`src/pkg/bpcl_cfg.svh`:
```
`ifndef BPCL_CFG_SVH
`define BPCL_CFG_SVH

// register offsets on the address pins
`define BPCL_OFS_DATA      2'h0
`define BPCL_OFS_DIR       2'h1
`define BPCL_OFS_CMD       2'h2

// command byte layout
`define BPCL_CMD_CHAIN_HI  2
`define BPCL_CMD_CHAIN_LO  0
`define BPCL_CMD_CHAIN_WE  3
`define BPCL_CMD_RST_PAR   4
`define BPCL_CMD_RST_CTR   5
`define BPCL_CMD_RST_SER   6
`define BPCL_CMD_SIG_SEL   7

// reset values
`define BPCL_DIR_RST       8'h00
`define BPCL_OUT_RST       8'h00
`define BPCL_CHAIN_RST     3'h0
`define BPCL_ZERO_BYTE     8'h00

// chain order codes, first letter highest priority
`define BPCL_CH_SCP        3'h0
`define BPCL_CH_SPC        3'h1
`define BPCL_CH_CSP        3'h2
`define BPCL_CH_CPS        3'h3
`define BPCL_CH_PSC        3'h4
`define BPCL_CH_PCS        3'h5
`define BPCL_CH_NONE_A     3'h6
`define BPCL_CH_NONE_B     3'h7

// port bits taken by serial control signals
`define BPCL_PIN_SYNC_B    1
`define BPCL_PIN_DTR_B     2
`define BPCL_PIN_RTS_B     3
`define BPCL_PIN_RTS_A     4
`define BPCL_PIN_DTR_A     5
`define BPCL_PIN_SYNC_A    6

`endif

```
`src/pkg/bpcl_pkg.sv`:
```
package bpcl_pkg;

  typedef enum logic [1:0] {
    BPCL_UNIT_NONE     = 2'h0,
    BPCL_UNIT_SERIAL   = 2'h1,
    BPCL_UNIT_COUNTER  = 2'h3,
    BPCL_UNIT_PARALLEL = 2'h2
  } bpcl_unit_t;

  typedef struct packed {
    logic       active;
    bpcl_unit_t first;
    bpcl_unit_t second;
    bpcl_unit_t third;
  } bpcl_chain_t;

  typedef struct packed {
    logic serial;
    logic counter;
    logic parallel;
  } bpcl_unit_rst_t;

  typedef struct packed {
    logic dtr_a_n;
    logic dtr_b_n;
    logic rts_a_n;
    logic rts_b_n;
    logic sync_a_n;
    logic sync_a_oe;
    logic sync_b_n;
    logic sync_b_oe;
  } bpcl_serial_ctl_t;

endpackage

```
`src/verilog/bpcl_top.sv`:
```
`timescale 1ns/1ps
`default_nettype none
`include "bpcl_cfg.svh"

module bpcl_top #(
  parameter int WIDTH  = 8,
  parameter int ADDR_W = 2
) (
  input  wire logic                      clk,
  input  wire logic                      rst,
  input  wire logic                      cs_n,
  input  wire logic                      io_request_n,
  input  wire logic                      rd_n,
  input  wire logic [ADDR_W-1:0]         addr,
  input  wire logic [WIDTH-1:0]          d_in,
  output logic      [WIDTH-1:0]          d_out,
  output logic                           d_oe,
  input  wire logic [WIDTH-1:0]          pin_in,
  output logic      [WIDTH-1:0]          pin_out,
  output logic      [WIDTH-1:0]          pin_oe,
  input  wire bpcl_pkg::bpcl_serial_ctl_t serial_ctl,
  output logic                           sync_a_in_n,
  output logic                           sync_b_in_n,
  output bpcl_pkg::bpcl_chain_t          chain,
  output bpcl_pkg::bpcl_unit_rst_t       unit_rst,
  output logic                           port_signal_select
);
  import bpcl_pkg::*;

  logic [WIDTH-1:0] dir_ff;
  logic [WIDTH-1:0] out_ff;
  logic [WIDTH-1:0] rd_mux;
  logic [WIDTH-1:0] d_out_ff;
  logic             d_oe_ff;
  logic             rd_seen_ff;
  logic             wr_seen_ff;
  logic [2:0]       chain_code_ff;
  logic             sel_ff;
  bpcl_unit_rst_t   unit_rst_ff;
  bpcl_chain_t      chain_ff;
  logic             rd_cyc;
  logic             wr_cyc;
  logic             rd_go;
  logic             wr_go;
  logic             cmd_go;

  // bus decode; one action per access
  assign rd_cyc = !io_request_n && !cs_n && !rd_n;
  assign wr_cyc = !io_request_n && !cs_n && rd_n;
  assign rd_go  = rd_cyc && !rd_seen_ff;
  assign wr_go  = wr_cyc && !wr_seen_ff;
  assign cmd_go = wr_go && (addr == `BPCL_OFS_CMD);

  always_ff @(posedge clk) begin
    if (rst) begin
      rd_seen_ff <= 1'b0;
      wr_seen_ff <= 1'b0;
    end else begin
      rd_seen_ff <= rd_cyc;
      wr_seen_ff <= wr_cyc;
    end
  end

  // per-line read source
  genvar gi;
  generate
    for (gi = 0; gi < WIDTH; gi++) begin : g_line
      assign rd_mux[gi] = dir_ff[gi] ? out_ff[gi] : pin_in[gi];
    end
  endgenerate

  always_ff @(posedge clk) begin
    if (rst) begin
      dir_ff <= `BPCL_DIR_RST;
      out_ff <= `BPCL_OUT_RST;
    end else if (wr_go) begin
      if (addr == `BPCL_OFS_DIR)
        dir_ff <= d_in;
      if (addr == `BPCL_OFS_DATA)
        out_ff <= d_in;
    end
  end

  // read capture and bus drive
  always_ff @(posedge clk) begin
    if (rst) begin
      d_out_ff <= `BPCL_ZERO_BYTE;
      d_oe_ff  <= 1'b0;
    end else begin
      d_oe_ff <= rd_cyc;
      if (rd_go) begin
        case (addr)
          `BPCL_OFS_DATA: d_out_ff <= rd_mux;
          `BPCL_OFS_DIR:  d_out_ff <= dir_ff;
          default:        d_out_ff <= `BPCL_ZERO_BYTE;
        endcase
      end
    end
  end

  assign d_out = d_out_ff;
  assign d_oe  = d_oe_ff;

  // command register
  always_ff @(posedge clk) begin
    if (rst) begin
      chain_code_ff <= `BPCL_CHAIN_RST;
      sel_ff        <= 1'b0;
    end else if (cmd_go) begin
      if (d_in[`BPCL_CMD_CHAIN_WE])
        chain_code_ff <= d_in[`BPCL_CMD_CHAIN_HI:`BPCL_CMD_CHAIN_LO];
      sel_ff <= d_in[`BPCL_CMD_SIG_SEL];
    end
  end

  always_ff @(posedge clk) begin
    if (rst) begin
      unit_rst_ff <= '0;
    end else begin
      unit_rst_ff.serial   <= cmd_go && d_in[`BPCL_CMD_RST_SER];
      unit_rst_ff.counter  <= cmd_go && d_in[`BPCL_CMD_RST_CTR];
      unit_rst_ff.parallel <= cmd_go && d_in[`BPCL_CMD_RST_PAR];
    end
  end

  // chain order decode
  always_ff @(posedge clk) begin
    if (rst) begin
      chain_ff <= '0;
    end else begin
      chain_ff.active <= 1'b1;
      case (chain_code_ff)
        `BPCL_CH_SCP: begin
          chain_ff.first  <= BPCL_UNIT_SERIAL;
          chain_ff.second <= BPCL_UNIT_COUNTER;
          chain_ff.third  <= BPCL_UNIT_PARALLEL;
        end
        `BPCL_CH_SPC: begin
          chain_ff.first  <= BPCL_UNIT_SERIAL;
          chain_ff.second <= BPCL_UNIT_PARALLEL;
          chain_ff.third  <= BPCL_UNIT_COUNTER;
        end
        `BPCL_CH_CSP: begin
          chain_ff.first  <= BPCL_UNIT_COUNTER;
          chain_ff.second <= BPCL_UNIT_SERIAL;
          chain_ff.third  <= BPCL_UNIT_PARALLEL;
        end
        `BPCL_CH_CPS: begin
          chain_ff.first  <= BPCL_UNIT_COUNTER;
          chain_ff.second <= BPCL_UNIT_PARALLEL;
          chain_ff.third  <= BPCL_UNIT_SERIAL;
        end
        `BPCL_CH_PSC: begin
          chain_ff.first  <= BPCL_UNIT_PARALLEL;
          chain_ff.second <= BPCL_UNIT_SERIAL;
          chain_ff.third  <= BPCL_UNIT_COUNTER;
        end
        `BPCL_CH_PCS: begin
          chain_ff.first  <= BPCL_UNIT_PARALLEL;
          chain_ff.second <= BPCL_UNIT_COUNTER;
          chain_ff.third  <= BPCL_UNIT_SERIAL;
        end
        default: begin
          chain_ff.active <= 1'b0;
          chain_ff.first  <= BPCL_UNIT_NONE;
          chain_ff.second <= BPCL_UNIT_NONE;
          chain_ff.third  <= BPCL_UNIT_NONE;
        end
      endcase
    end
  end

  assign chain              = chain_ff;
  assign unit_rst           = unit_rst_ff;
  assign port_signal_select = sel_ff;
  assign sync_a_in_n        = pin_in[`BPCL_PIN_SYNC_A];
  assign sync_b_in_n        = pin_in[`BPCL_PIN_SYNC_B];

  // pin mux; bits 0 and 7 always general
  always_comb begin
    pin_out = out_ff;
    pin_oe  = dir_ff;
    if (sel_ff) begin
      pin_out[`BPCL_PIN_DTR_A]  = serial_ctl.dtr_a_n;
      pin_oe[`BPCL_PIN_DTR_A]   = 1'b1;
      pin_out[`BPCL_PIN_DTR_B]  = serial_ctl.dtr_b_n;
      pin_oe[`BPCL_PIN_DTR_B]   = 1'b1;
      pin_out[`BPCL_PIN_RTS_A]  = serial_ctl.rts_a_n;
      pin_oe[`BPCL_PIN_RTS_A]   = 1'b1;
      pin_out[`BPCL_PIN_RTS_B]  = serial_ctl.rts_b_n;
      pin_oe[`BPCL_PIN_RTS_B]   = 1'b1;
      pin_out[`BPCL_PIN_SYNC_A] = serial_ctl.sync_a_n;
      pin_oe[`BPCL_PIN_SYNC_A]  = serial_ctl.sync_a_oe;
      pin_out[`BPCL_PIN_SYNC_B] = serial_ctl.sync_b_n;
      pin_oe[`BPCL_PIN_SYNC_B]  = serial_ctl.sync_b_oe;
    end
  end
endmodule
`default_nettype wire
```
`config.mk`:
```
export PLATFORM = sky130hd
export DESIGN_NAME = bpcl_top
export DESIGN_NICKNAME = d
export VERILOG_FILES = /design/src/pkg/bpcl_pkg.sv /design/src/verilog/bpcl_top.sv
export VERILOG_INCLUDE_DIRS = /design/src /design/src/pkg
export SDC_FILE = /design/constraint.sdc
export NUM_CORES = 1
export LEC_CHECK = 0
export BUFFER_PORTS_ARGS = -buffer_cell sky130_fd_sc_hd__clkbuf_2
export CORE_ASPECT_RATIO = 1.4
export CORE_MARGIN = 5
export CORE_UTILIZATION = 48
export CTS_BUF_LIST = sky130_fd_sc_hd__clkbuf_4
export CTS_CLUSTER_DIAMETER = 30
export DETAILED_ROUTE_END_ITERATION = 10
export PLACE_DENSITY_LB_ADDON = 0.05
export RECOVER_POWER = 100
export SYNTH_ARGS = -nofsm -noshare
export SYNTH_HDL_FRONTEND = slang
export SYNTH_SLANG_ARGS = --single-unit
```
`constraint.sdc`:
```
create_clock -name clk -period 2.3 [get_ports clk]
set_input_delay 0.345 -clock clk [delete_from_list [all_inputs] [get_ports clk]]
set_output_delay 0.345 -clock clk [all_outputs]
set_load 0.05 [all_outputs]
```
==> PnR_summary.wiki, run 1 <==
{| class="wikitable"
! Metric !! Value
|-
| H-tree Lvls || 2
|-
| Grt total ovfl || 0
|-
| Buffers added on ports || 68
|-
| Gates resized, CTS repair || 0
|-
| Die area || a little over 0.005 sq mm
|-
| Clock tree from TritonCTS || built
|-
| Run status || finished, final reports clean
|-
| Number of endpoints with negative hold slack in the final report || 0
|-
| Effective utilization at floorplan || between 40 and 50%
|-
| Placeable core region || 0.003643 sq mm
|-
| Final routed wirelength across all metal layers || ~4000 microns
|-
| 1st-pass router iterations || 4
|-
| Largest buffer count on any clock path || 2
|-
| Routed len/inst || roughly 14 microns
|-
| Post-synthesis cell count || between 150 and 200
|-
| Net count after synthesis || approximately 220
|-
| Type of the most critical hold path || input pin to flip-flop
|-
| Area Overhead vs Synth || 19.79%
|-
| Post-synthesis sequential element count || 40
|-
| Maximum number of pins on one net before global-route repair || 25
|-
| Final Wtd Congestion || 0.7771
|-
| Final cell utilization of the core || between 50% and 60%
|-
| I/O pin total || between 60 and 70
|-
| Count of antenna-violating nets left after detailed routing || 0
|-
| Synthesis warning total || 0
|-
| Total number of vias || roughly 1.5k
|-
| First-pass GRT wire length || ~6600 microns
|-
| Total power divided by cell area || between 600 and 700 mW/mm^2
|-
| Vertical extent of the die || 82.49 microns
|-
| Total DRC errors in the routed layout || 0
|-
| TNS Setup || 0 ps
|-
| Total of hold buffers inserted after clock tree synthesis || 0
|-
| Highest ir drop seen on vdd || about 0.00045 V
|-
| Number of filler cells placed in the layout || about 350
|-
| Vias per cell || between 5 and 6
|-
| Clock Latency Late Sink || between 300 and 400 ps
|-
| Post-route non-filler standard cell count || between 200 and 300
|-
| Biggest fanout along the worst timing path || 14
|-
| Data arrival at the endpoint of the critical path || approximately 1700 ps
|-
| Final worst-path cycle share || about nine tenths
|-
| NumNets Final || between 200 and 300
|-
| Worst Tran Pin Value || between 800 and 900 ps
|-
| Required arrival time at the worst endpoint || slightly below 2000 ps
|-
| Leakage power summed over all cells || approximately 0.94 nW
|-
| Asr flop ratio synth || 0%
|-
| Sequential share of the synthesized area || between 40 and 50%
|-
| Number of enable-type register cells in the synthesized netlist || 0
|-
| Number of antenna violations at the first check in global routing || 0
|-
| Final hold slack || 226.5 ps
|-
| Setup crit start kind || flip-flop
|-
| Relative max-transition margin || approximately 43%
|-
| Post-route clock skew || roughly 5.6 ps
|-
| Distinct cells, synth || 31
|-
| Post-synth design cell area || 0.001802 sq mm
|-
| Fin crit period || 2072 ps
|-
| Count of inserted antenna diode cells || 0
|-
| Post-CTS setup-driven buffer insertion count || 0
|-
| # setup viols final || 0
|-
| Clk slew on worst S/H paths || between 100 and 150 ps
|-
| Critical Path Sink Type || output port
|-
| Highest clock rate || 0.4826 GHz
|-
| First DRT Iteration DRCs || 54
|-
| Width of the die || roughly 62 microns
|-
| Share of post-route cells with drive strength above 1 || 26.32%
|-
| Crit Path Category || flip-flop to output port
|-
| Maximum capacitance violations || 0
|-
| Top flip-flop cell by instance count after synthesis || sky130_fd_sc_hd__dfxtp_1
|-
| Placement row count || 26
|-
| Global-route usage over all layers || around 17%
|-
| Fin area || 0.002158 sq mm
|-
| Total count of max-transition violations in the final report || 0
|-
| CTS Buf Count || 5
|-
| Post-Syn Area per Cell || approximately 9.7 sq um
|-
| Clk root buf || sky130_fd_sc_hd__clkbuf_4
|-
| Placed Area || approximately 0.0021 sq mm
|-
| Setup repair after global routing missed its margin || false
|-
| Vias in the first global route || about 1.5k
|-
| Dpl cells || approximately 280
|-
| Detailed placement HPWL || slightly above 3000 microns
|-
| Total number of clock tree sinks || 40
|}
-- final timing paths --
path | from | end | slack (ps) | cells after the start
worst max register to register | d_oe | d_out[2] | 690 | 3
worst max-delay path | port_signal_select | pin_out[5] | 230 | 2
worst min register to register | d_out[6] | d_out[6] | 500 | 2
worst min-delay path | rd_n | d_oe | 230 | 2
-- synthesized netlist by cell type, types with 2 or more instances --
cell type / n / share of area (%)
sky130_fd_sc_hd__nor2_1: 12 / 2.5
sky130_fd_sc_hd__buf_4: 6 / 2.5
sky130_fd_sc_hd__a221oi_1: 3 / 1.5
sky130_fd_sc_hd__or2_2: 4 / 1.4
sky130_fd_sc_hd__nor3_1: 3 / 0.83
sky130_fd_sc_hd__mux2i_1: 19 / 11
sky130_fd_sc_hd__buf_2: 2 / 0.56
sky130_fd_sc_hd__dfxtp_1: 40 / 44
sky130_fd_sc_hd__nand3b_1: 7 / 2.9
sky130_fd_sc_hd__nor3b_1: 3 / 1.2
sky130_fd_sc_hd__clkbuf_1: 8 / 1.7
sky130_fd_sc_hd__nand2b_1: 27 / 9.4
sky130_fd_sc_hd__o31a_1: 4 / 1.9
sky130_fd_sc_hd__a21oi_1: 4 / 1.1
sky130_fd_sc_hd__inv_1: 5 / 1.0
sky130_fd_sc_hd__o21ai_1: 5 / 1.4
sky130_fd_sc_hd__nor4b_1: 2 / 0.97
sky130_fd_sc_hd__mux2_2: 11 / 6.9
sky130_fd_sc_hd__nand2_1: 3 / 0.62
sky130_fd_sc_hd__nor4_1: 2 / 0.69
sky130_fd_sc_hd__o21ai_0: 4 / 1.1
sky130_fd_sc_hd__o21a_1: 2 / 0.83
-- kinds of logic (layout without fill, tap and decap cells) --
group                  Yosys count  count (layout)  share of synthesized area (%)
XOR/XNOR                         1               1                         0.4862
AO/OA/AOI/OAI                   24              24                          8.681
AND/OR/NAND/NOR                 69              69                          23.19
flip-flops                      40              40                          44.44
buffers and inverters           21              83                          5.764
multiplexers                    30              30                          17.43
-- routing by layer --
layer	GRT usage [%]	vias to the layer above	part of all wire, %
met5	0	-	0
met4	5.732	0	1.5
met3	4.510	7	6.8
met2	29.56	45	50
met1	21.02	696	42
li1	-	754	-
-- stage by stage --
stage                     worst slack, ps  power (mW)
after floorplan                     459.9      0.8556
after global placement              537.4      0.9082
after detailed placement            489.4      0.9117
after CTS                           199.3       1.374
after global routing                120.3       1.410
final                               227.9       1.353
-- worst max-delay path, cell delays in order, from the launching register on --
cell,delay (ps)
sky130_fd_sc_hd__dfxtp_1,740
sky130_fd_sc_hd__mux2_2,400
sky130_fd_sc_hd__clkbuf_2,240
-- flip-flops by register name, indices dropped and copies added (netlist names) --
name and flops:
port_signal_select 1, d_out 8, chain 7, unit_rst 3, chain_code_ff 3, out_ff 8
d_oe 1, dir_ff 8, wr_seen_ff 1
-- report_power, final --
group          leakage (nW)  internal [mW]  switching, mW
clock network        0.0412          0.227          0.237
registers             0.325          0.707        0.00833
logic                 0.571         0.0592          0.115
total                 0.938          0.993          0.360
-- layout make-up --
class | count | area, sq um | share of cell area, %
Clock buffer | 5 | 37.54 | 1.739
Clock inverter | 3 | 42.54 | 1.971
Tap cell | 42 | 52.55 | 2.435
Inverter | 5 | 18.77 | 0.8696
Multi-Input combinational cell | 124 | 892.1 | 41.33
Sequential cell | 40 | 800.8 | 37.10
Timing Repair Buffer | 70 | 314.1 | 14.55
-- layout by cell type, fill, tap and decap left out --
cell type and n:
sky130_fd_sc_hd__o21a_1 2, sky130_fd_sc_hd__nor3b_1 3, sky130_fd_sc_hd__a221oi_1 3, sky130_fd_sc_hd__clkbuf_1 29, sky130_fd_sc_hd__o31ai_1 1, sky130_fd_sc_hd__o31a_1 4, sky130_fd_sc_hd__dfxtp_1 40, sky130_fd_sc_hd__or2_2 4
sky130_fd_sc_hd__nand3b_1 7, sky130_fd_sc_hd__o21ai_0 8, sky130_fd_sc_hd__or3_1 2, sky130_fd_sc_hd__clkbuf_4 5, sky130_fd_sc_hd__mux2_2 11, sky130_fd_sc_hd__xnor2_1 1, sky130_fd_sc_hd__nand2_1 3, sky130_fd_sc_hd__nand2b_1 27
sky130_fd_sc_hd__nor2_1 12, sky130_fd_sc_hd__or4_1 1, sky130_fd_sc_hd__clkbuf_2 41, sky130_fd_sc_hd__or4b_2 1, sky130_fd_sc_hd__mux2i_1 19, sky130_fd_sc_hd__clkinv_2 1, sky130_fd_sc_hd__nor2b_1 1, sky130_fd_sc_hd__nor4b_1 2
sky130_fd_sc_hd__inv_1 5, sky130_fd_sc_hd__o21ai_1 1, sky130_fd_sc_hd__nor3_1 3, sky130_fd_sc_hd__a21oi_1 4, sky130_fd_sc_hd__and2_0 1, sky130_fd_sc_hd__a21boi_0 1, sky130_fd_sc_hd__nor4_1 2, sky130_fd_sc_hd__clkinvlp_4 1
sky130_fd_sc_hd__bufinv_16 1
Power figures use the tool's default switching activity.
==> run 2: changes to the inputs <==
--- a/config.mk
+++ b/config.mk
@@ -9,7 +9,7 @@
 export BUFFER_PORTS_ARGS = -buffer_cell sky130_fd_sc_hd__clkbuf_2
 export CORE_ASPECT_RATIO = 1.4
 export CORE_MARGIN = 5
-export CORE_UTILIZATION = 48
+export CORE_UTILIZATION = 25
 export CTS_BUF_LIST = sky130_fd_sc_hd__clkbuf_4
 export CTS_CLUSTER_DIAMETER = 30
 export DETAILED_ROUTE_END_ITERATION = 10
==> PnR_summary.wiki, run 2 (same netlist as run 1, synthesis figures left out) <==
{| class="wikitable"
! Metric !! Value
|-
| Run status || finished, final reports clean
|-
| First DRT Iteration DRCs || 40 (-26%)
|-
| Commonest non-fill, non-tap cell in the layout || sky130_fd_sc_hd__dfxtp_1
|-
| TNS Setup || 0 ps (unchanged)
|-
| Leakage power summed over all cells || 0.9518 nW (+1.5%)
|-
| Fin crit period || 2066 ps (-5.949 ps)
|-
| Share of post-route cells with drive strength above 1 || 24.50% (-1.8 points)
|-
| Global-route usage over all layers || 10.98% (-6.5 points)
|-
| Total DRC errors in the routed layout || 0 (unchanged)
|-
| Net Sw Frac || 23.38% (-3.2 points)
|-
| Detailed placement HPWL || 3655 microns (+18%)
|-
| Area Overhead vs Synth || 26.53%
|-
| H-tree Lvls || 2 (unchanged)
|-
| Worst Tran Pin Value || 856.9 ps (+0.02921 ps)
|-
| First-pass GRT wire length || 7693 microns (+16%)
|-
| Number of endpoints with negative hold slack in the final report || 0 (unchanged)
|-
| Setup repair after global routing missed its margin || false
|-
| Relative max-transition margin || 42.88% (about the same)
|-
| Clk slew on worst S/H paths || 130 ps (about the same)
|-
| Required arrival time at the worst endpoint || 1960 ps (about the same)
|-
| Cell with the largest stage delay on the worst path || sky130_fd_sc_hd__dfxtp_1
|-
| Total power divided by cell area || 694.8 mW/mm^2 (+11%)
|-
| Highest clock rate || 0.4840 GHz (+0.29%)
|-
| Vias in the first global route || 1530 (+1.7%)
|-
| Grt total ovfl || 0 (unchanged)
|-
| Vertical extent of the die || 110.4 microns (+34%)
|-
| Placeable core region || 0.006982 sq mm (+92%)
|-
| Post-route clock skew || 3.393 ps (-2.221 ps)
|-
| Switching power summed over all nets || 370.4 uW (+2.9%)
|-
| Die area || 0.009029 sq mm (+77%)
|-
| Buffers plus inverters on the worst setup path || 2 (+1)
|-
| 1st-pass router iterations || 4 (unchanged)
|-
| Setup crit start kind || flip-flop
|-
| Maximum capacitance violations || 0 (unchanged)
|-
| Post-CTS setup-driven buffer insertion count || 0 (unchanged)
|-
| Highest ir drop seen on vdd || 0.0002499 V (-44%)
|-
| Total number of vias || 1477 (-1.7%)
|-
| Effective utilization at floorplan || 25.81% (-24 points)
|-
| Total of hold buffers inserted after clock tree synthesis || 0 (unchanged)
|-
| CTS Buf Count || 5 (unchanged)
|-
| Final routed wirelength across all metal layers || 4738 microns (+16%)
|-
| Total count of max-transition violations in the final report || 0 (unchanged)
|-
| Clock tree from TritonCTS || built
|-
| Leading cell types in the layout, fill and taps excluded || 40 x sky130_fd_sc_hd__dfxtp_1, 35 x sky130_fd_sc_hd__clkbuf_2, 35 x sky130_fd_sc_hd__clkbuf_1
|-
| NumNets Final || 279 (+0.72%)
|-
| # setup viols final || 0 (unchanged)
|-
| Number of cell instances on the worst register-to-register path || 3 (unchanged)
|-
| Biggest fanout along the worst timing path || 8 (-6)
|-
| Family with the most delay on the worst path || flip-flops
|-
| Number of antenna violations at the first check in global routing || 0 (unchanged)
|-
| Critical path's largest stage delay || 540 ps (-200 ps)
|-
| Chain of cells forming the critical path || buf_4 -> mux2_2 -> clkbuf_2
|-
| Final Wtd Congestion || 0.7187 (-7.5%)
|-
| Combinational share of power || 11.2% (-1.7 points)
|-
| Gates resized, CTS repair || 0 (unchanged)
|-
| Share of power burned in the clock network || 43.7% (+9.5 points)
|-
| Placement row count || 36 (+38%)
|-
| Data arrival at the endpoint of the critical path || 1720 ps (about the same)
|-
| Clk root buf || sky130_fd_sc_hd__clkbuf_4
|-
| Count of inserted antenna diode cells || 0 (unchanged)
|-
| Buffers added on ports || 68 (unchanged)
|-
| Largest buffer count on any clock path || 2 (unchanged)
|-
| Final worst-path cycle share || 89.83% (-0.26 points)
|-
| Crit Path Category || flip-flop to output port
|-
| I/O pin total || 69 (unchanged)
|-
| Maximum number of pins on one net before global-route repair || 25 (unchanged)
|-
| Vias per cell || 4.294 (-17%)
|-
| WHS Path Cells || 2 (unchanged)
|-
| Critical Path Sink Type || output port
|-
| Final cell utilization of the core || 32.65% (-27 points)
|-
| Critical path depth || 3 (+1)
|-
| Clock Latency Late Sink || 350 ps (about the same)
|-
| Total number of clock tree sinks || 40 (unchanged)
|-
| Internal Power || 1.214 mW (+22%)
|-
| Reg-to-reg setup timing slack || 670 ps (-20 ps)
|-
| Number of filler cells placed in the layout || 756 (+120%)
|-
| Share of total power in sequential cells || 45.1% (-7.8 points)
|-
| Final hold slack || 204.1 ps (-22.47 ps)
|-
| Count of antenna-violating nets left after detailed routing || 0 (unchanged)
|-
| Routed len/inst || 13.77 microns (-2.1%)
|-
| Width of the die || 81.75 microns (+32%)
|-
| Type of the most critical hold path || input pin to flip-flop
|}
==> run 2: layer usage <==
layer / routed length [microns] / GRT usage (%) / part of all wire [%] / up-vias
met1: 2018 / 13.89 / 43 / 669
met3: 302 / 2.769 / 6.4 / 5
met5: 0 / 0 / 0 / -
met2: 2348 / 17.65 / 50 / 43
li1: - / - / - / 760
met4: 69 / 3.991 / 1.5 / 0
==> run 2: path summary, 6_finish.rpt <==
check / startpoint / endpoint
worst max-delay path: port_signal_select / pin_out[6]
worst min-delay path: rd_n / d_oe
worst max register to register: d_oe / d_out[2]
worst min register to register: d_out[4] / d_out[4]
==> run 2: layout make-up <==
class                      instances  area, sq um  area share (%)
clock inverter                     3        90.09           3.952
timing repair buffer              72        321.6           14.11
sequential                        40        800.8           35.13
clock buffer                       5        37.54           1.647
tap                               95        118.9           5.214
inverter                           5        18.77          0.8233
multi-input combinational        124        892.1           39.13
==> run 2: stage by stage <==
| stage | power [mW] | setup WS [ps] | instance area [sq um] | cells |
|---|---|---|---|---|
| floorplan | 0.8556 | 459.9 | 1802 | 185 |
| global placement | 0.9167 | 444.8 | 2206 | 336 |
| detailed placement | 0.9164 | 458.5 | 2206 | 336 |
| CTS | 1.616 | 169.4 | 2333 | 344 |
| global route | 1.659 | 110.2 | 2280 | 344 |
| finish | 1.584 | 233.9 | 2280 | 344 |
==> run 2: worst register-to-register path, cell delays in order, from the launching register on <==
cell                      delay [ps]
sky130_fd_sc_hd__dfxtp_1         350
sky130_fd_sc_hd__or4_1           590
sky130_fd_sc_hd__or3_1           450
sky130_fd_sc_hd__o21ai_0         180
==> run 2: power groups by stage <==
stage                     sequential [mW]  combinational [mW]  clock (mW)
after floorplan                     0.763              0.0923           0
after global placement              0.731               0.186           0
after detailed placement            0.731               0.186           0
after CTS                           0.715               0.186       0.715
after global routing                0.717               0.194       0.748
final                               0.715               0.177       0.693
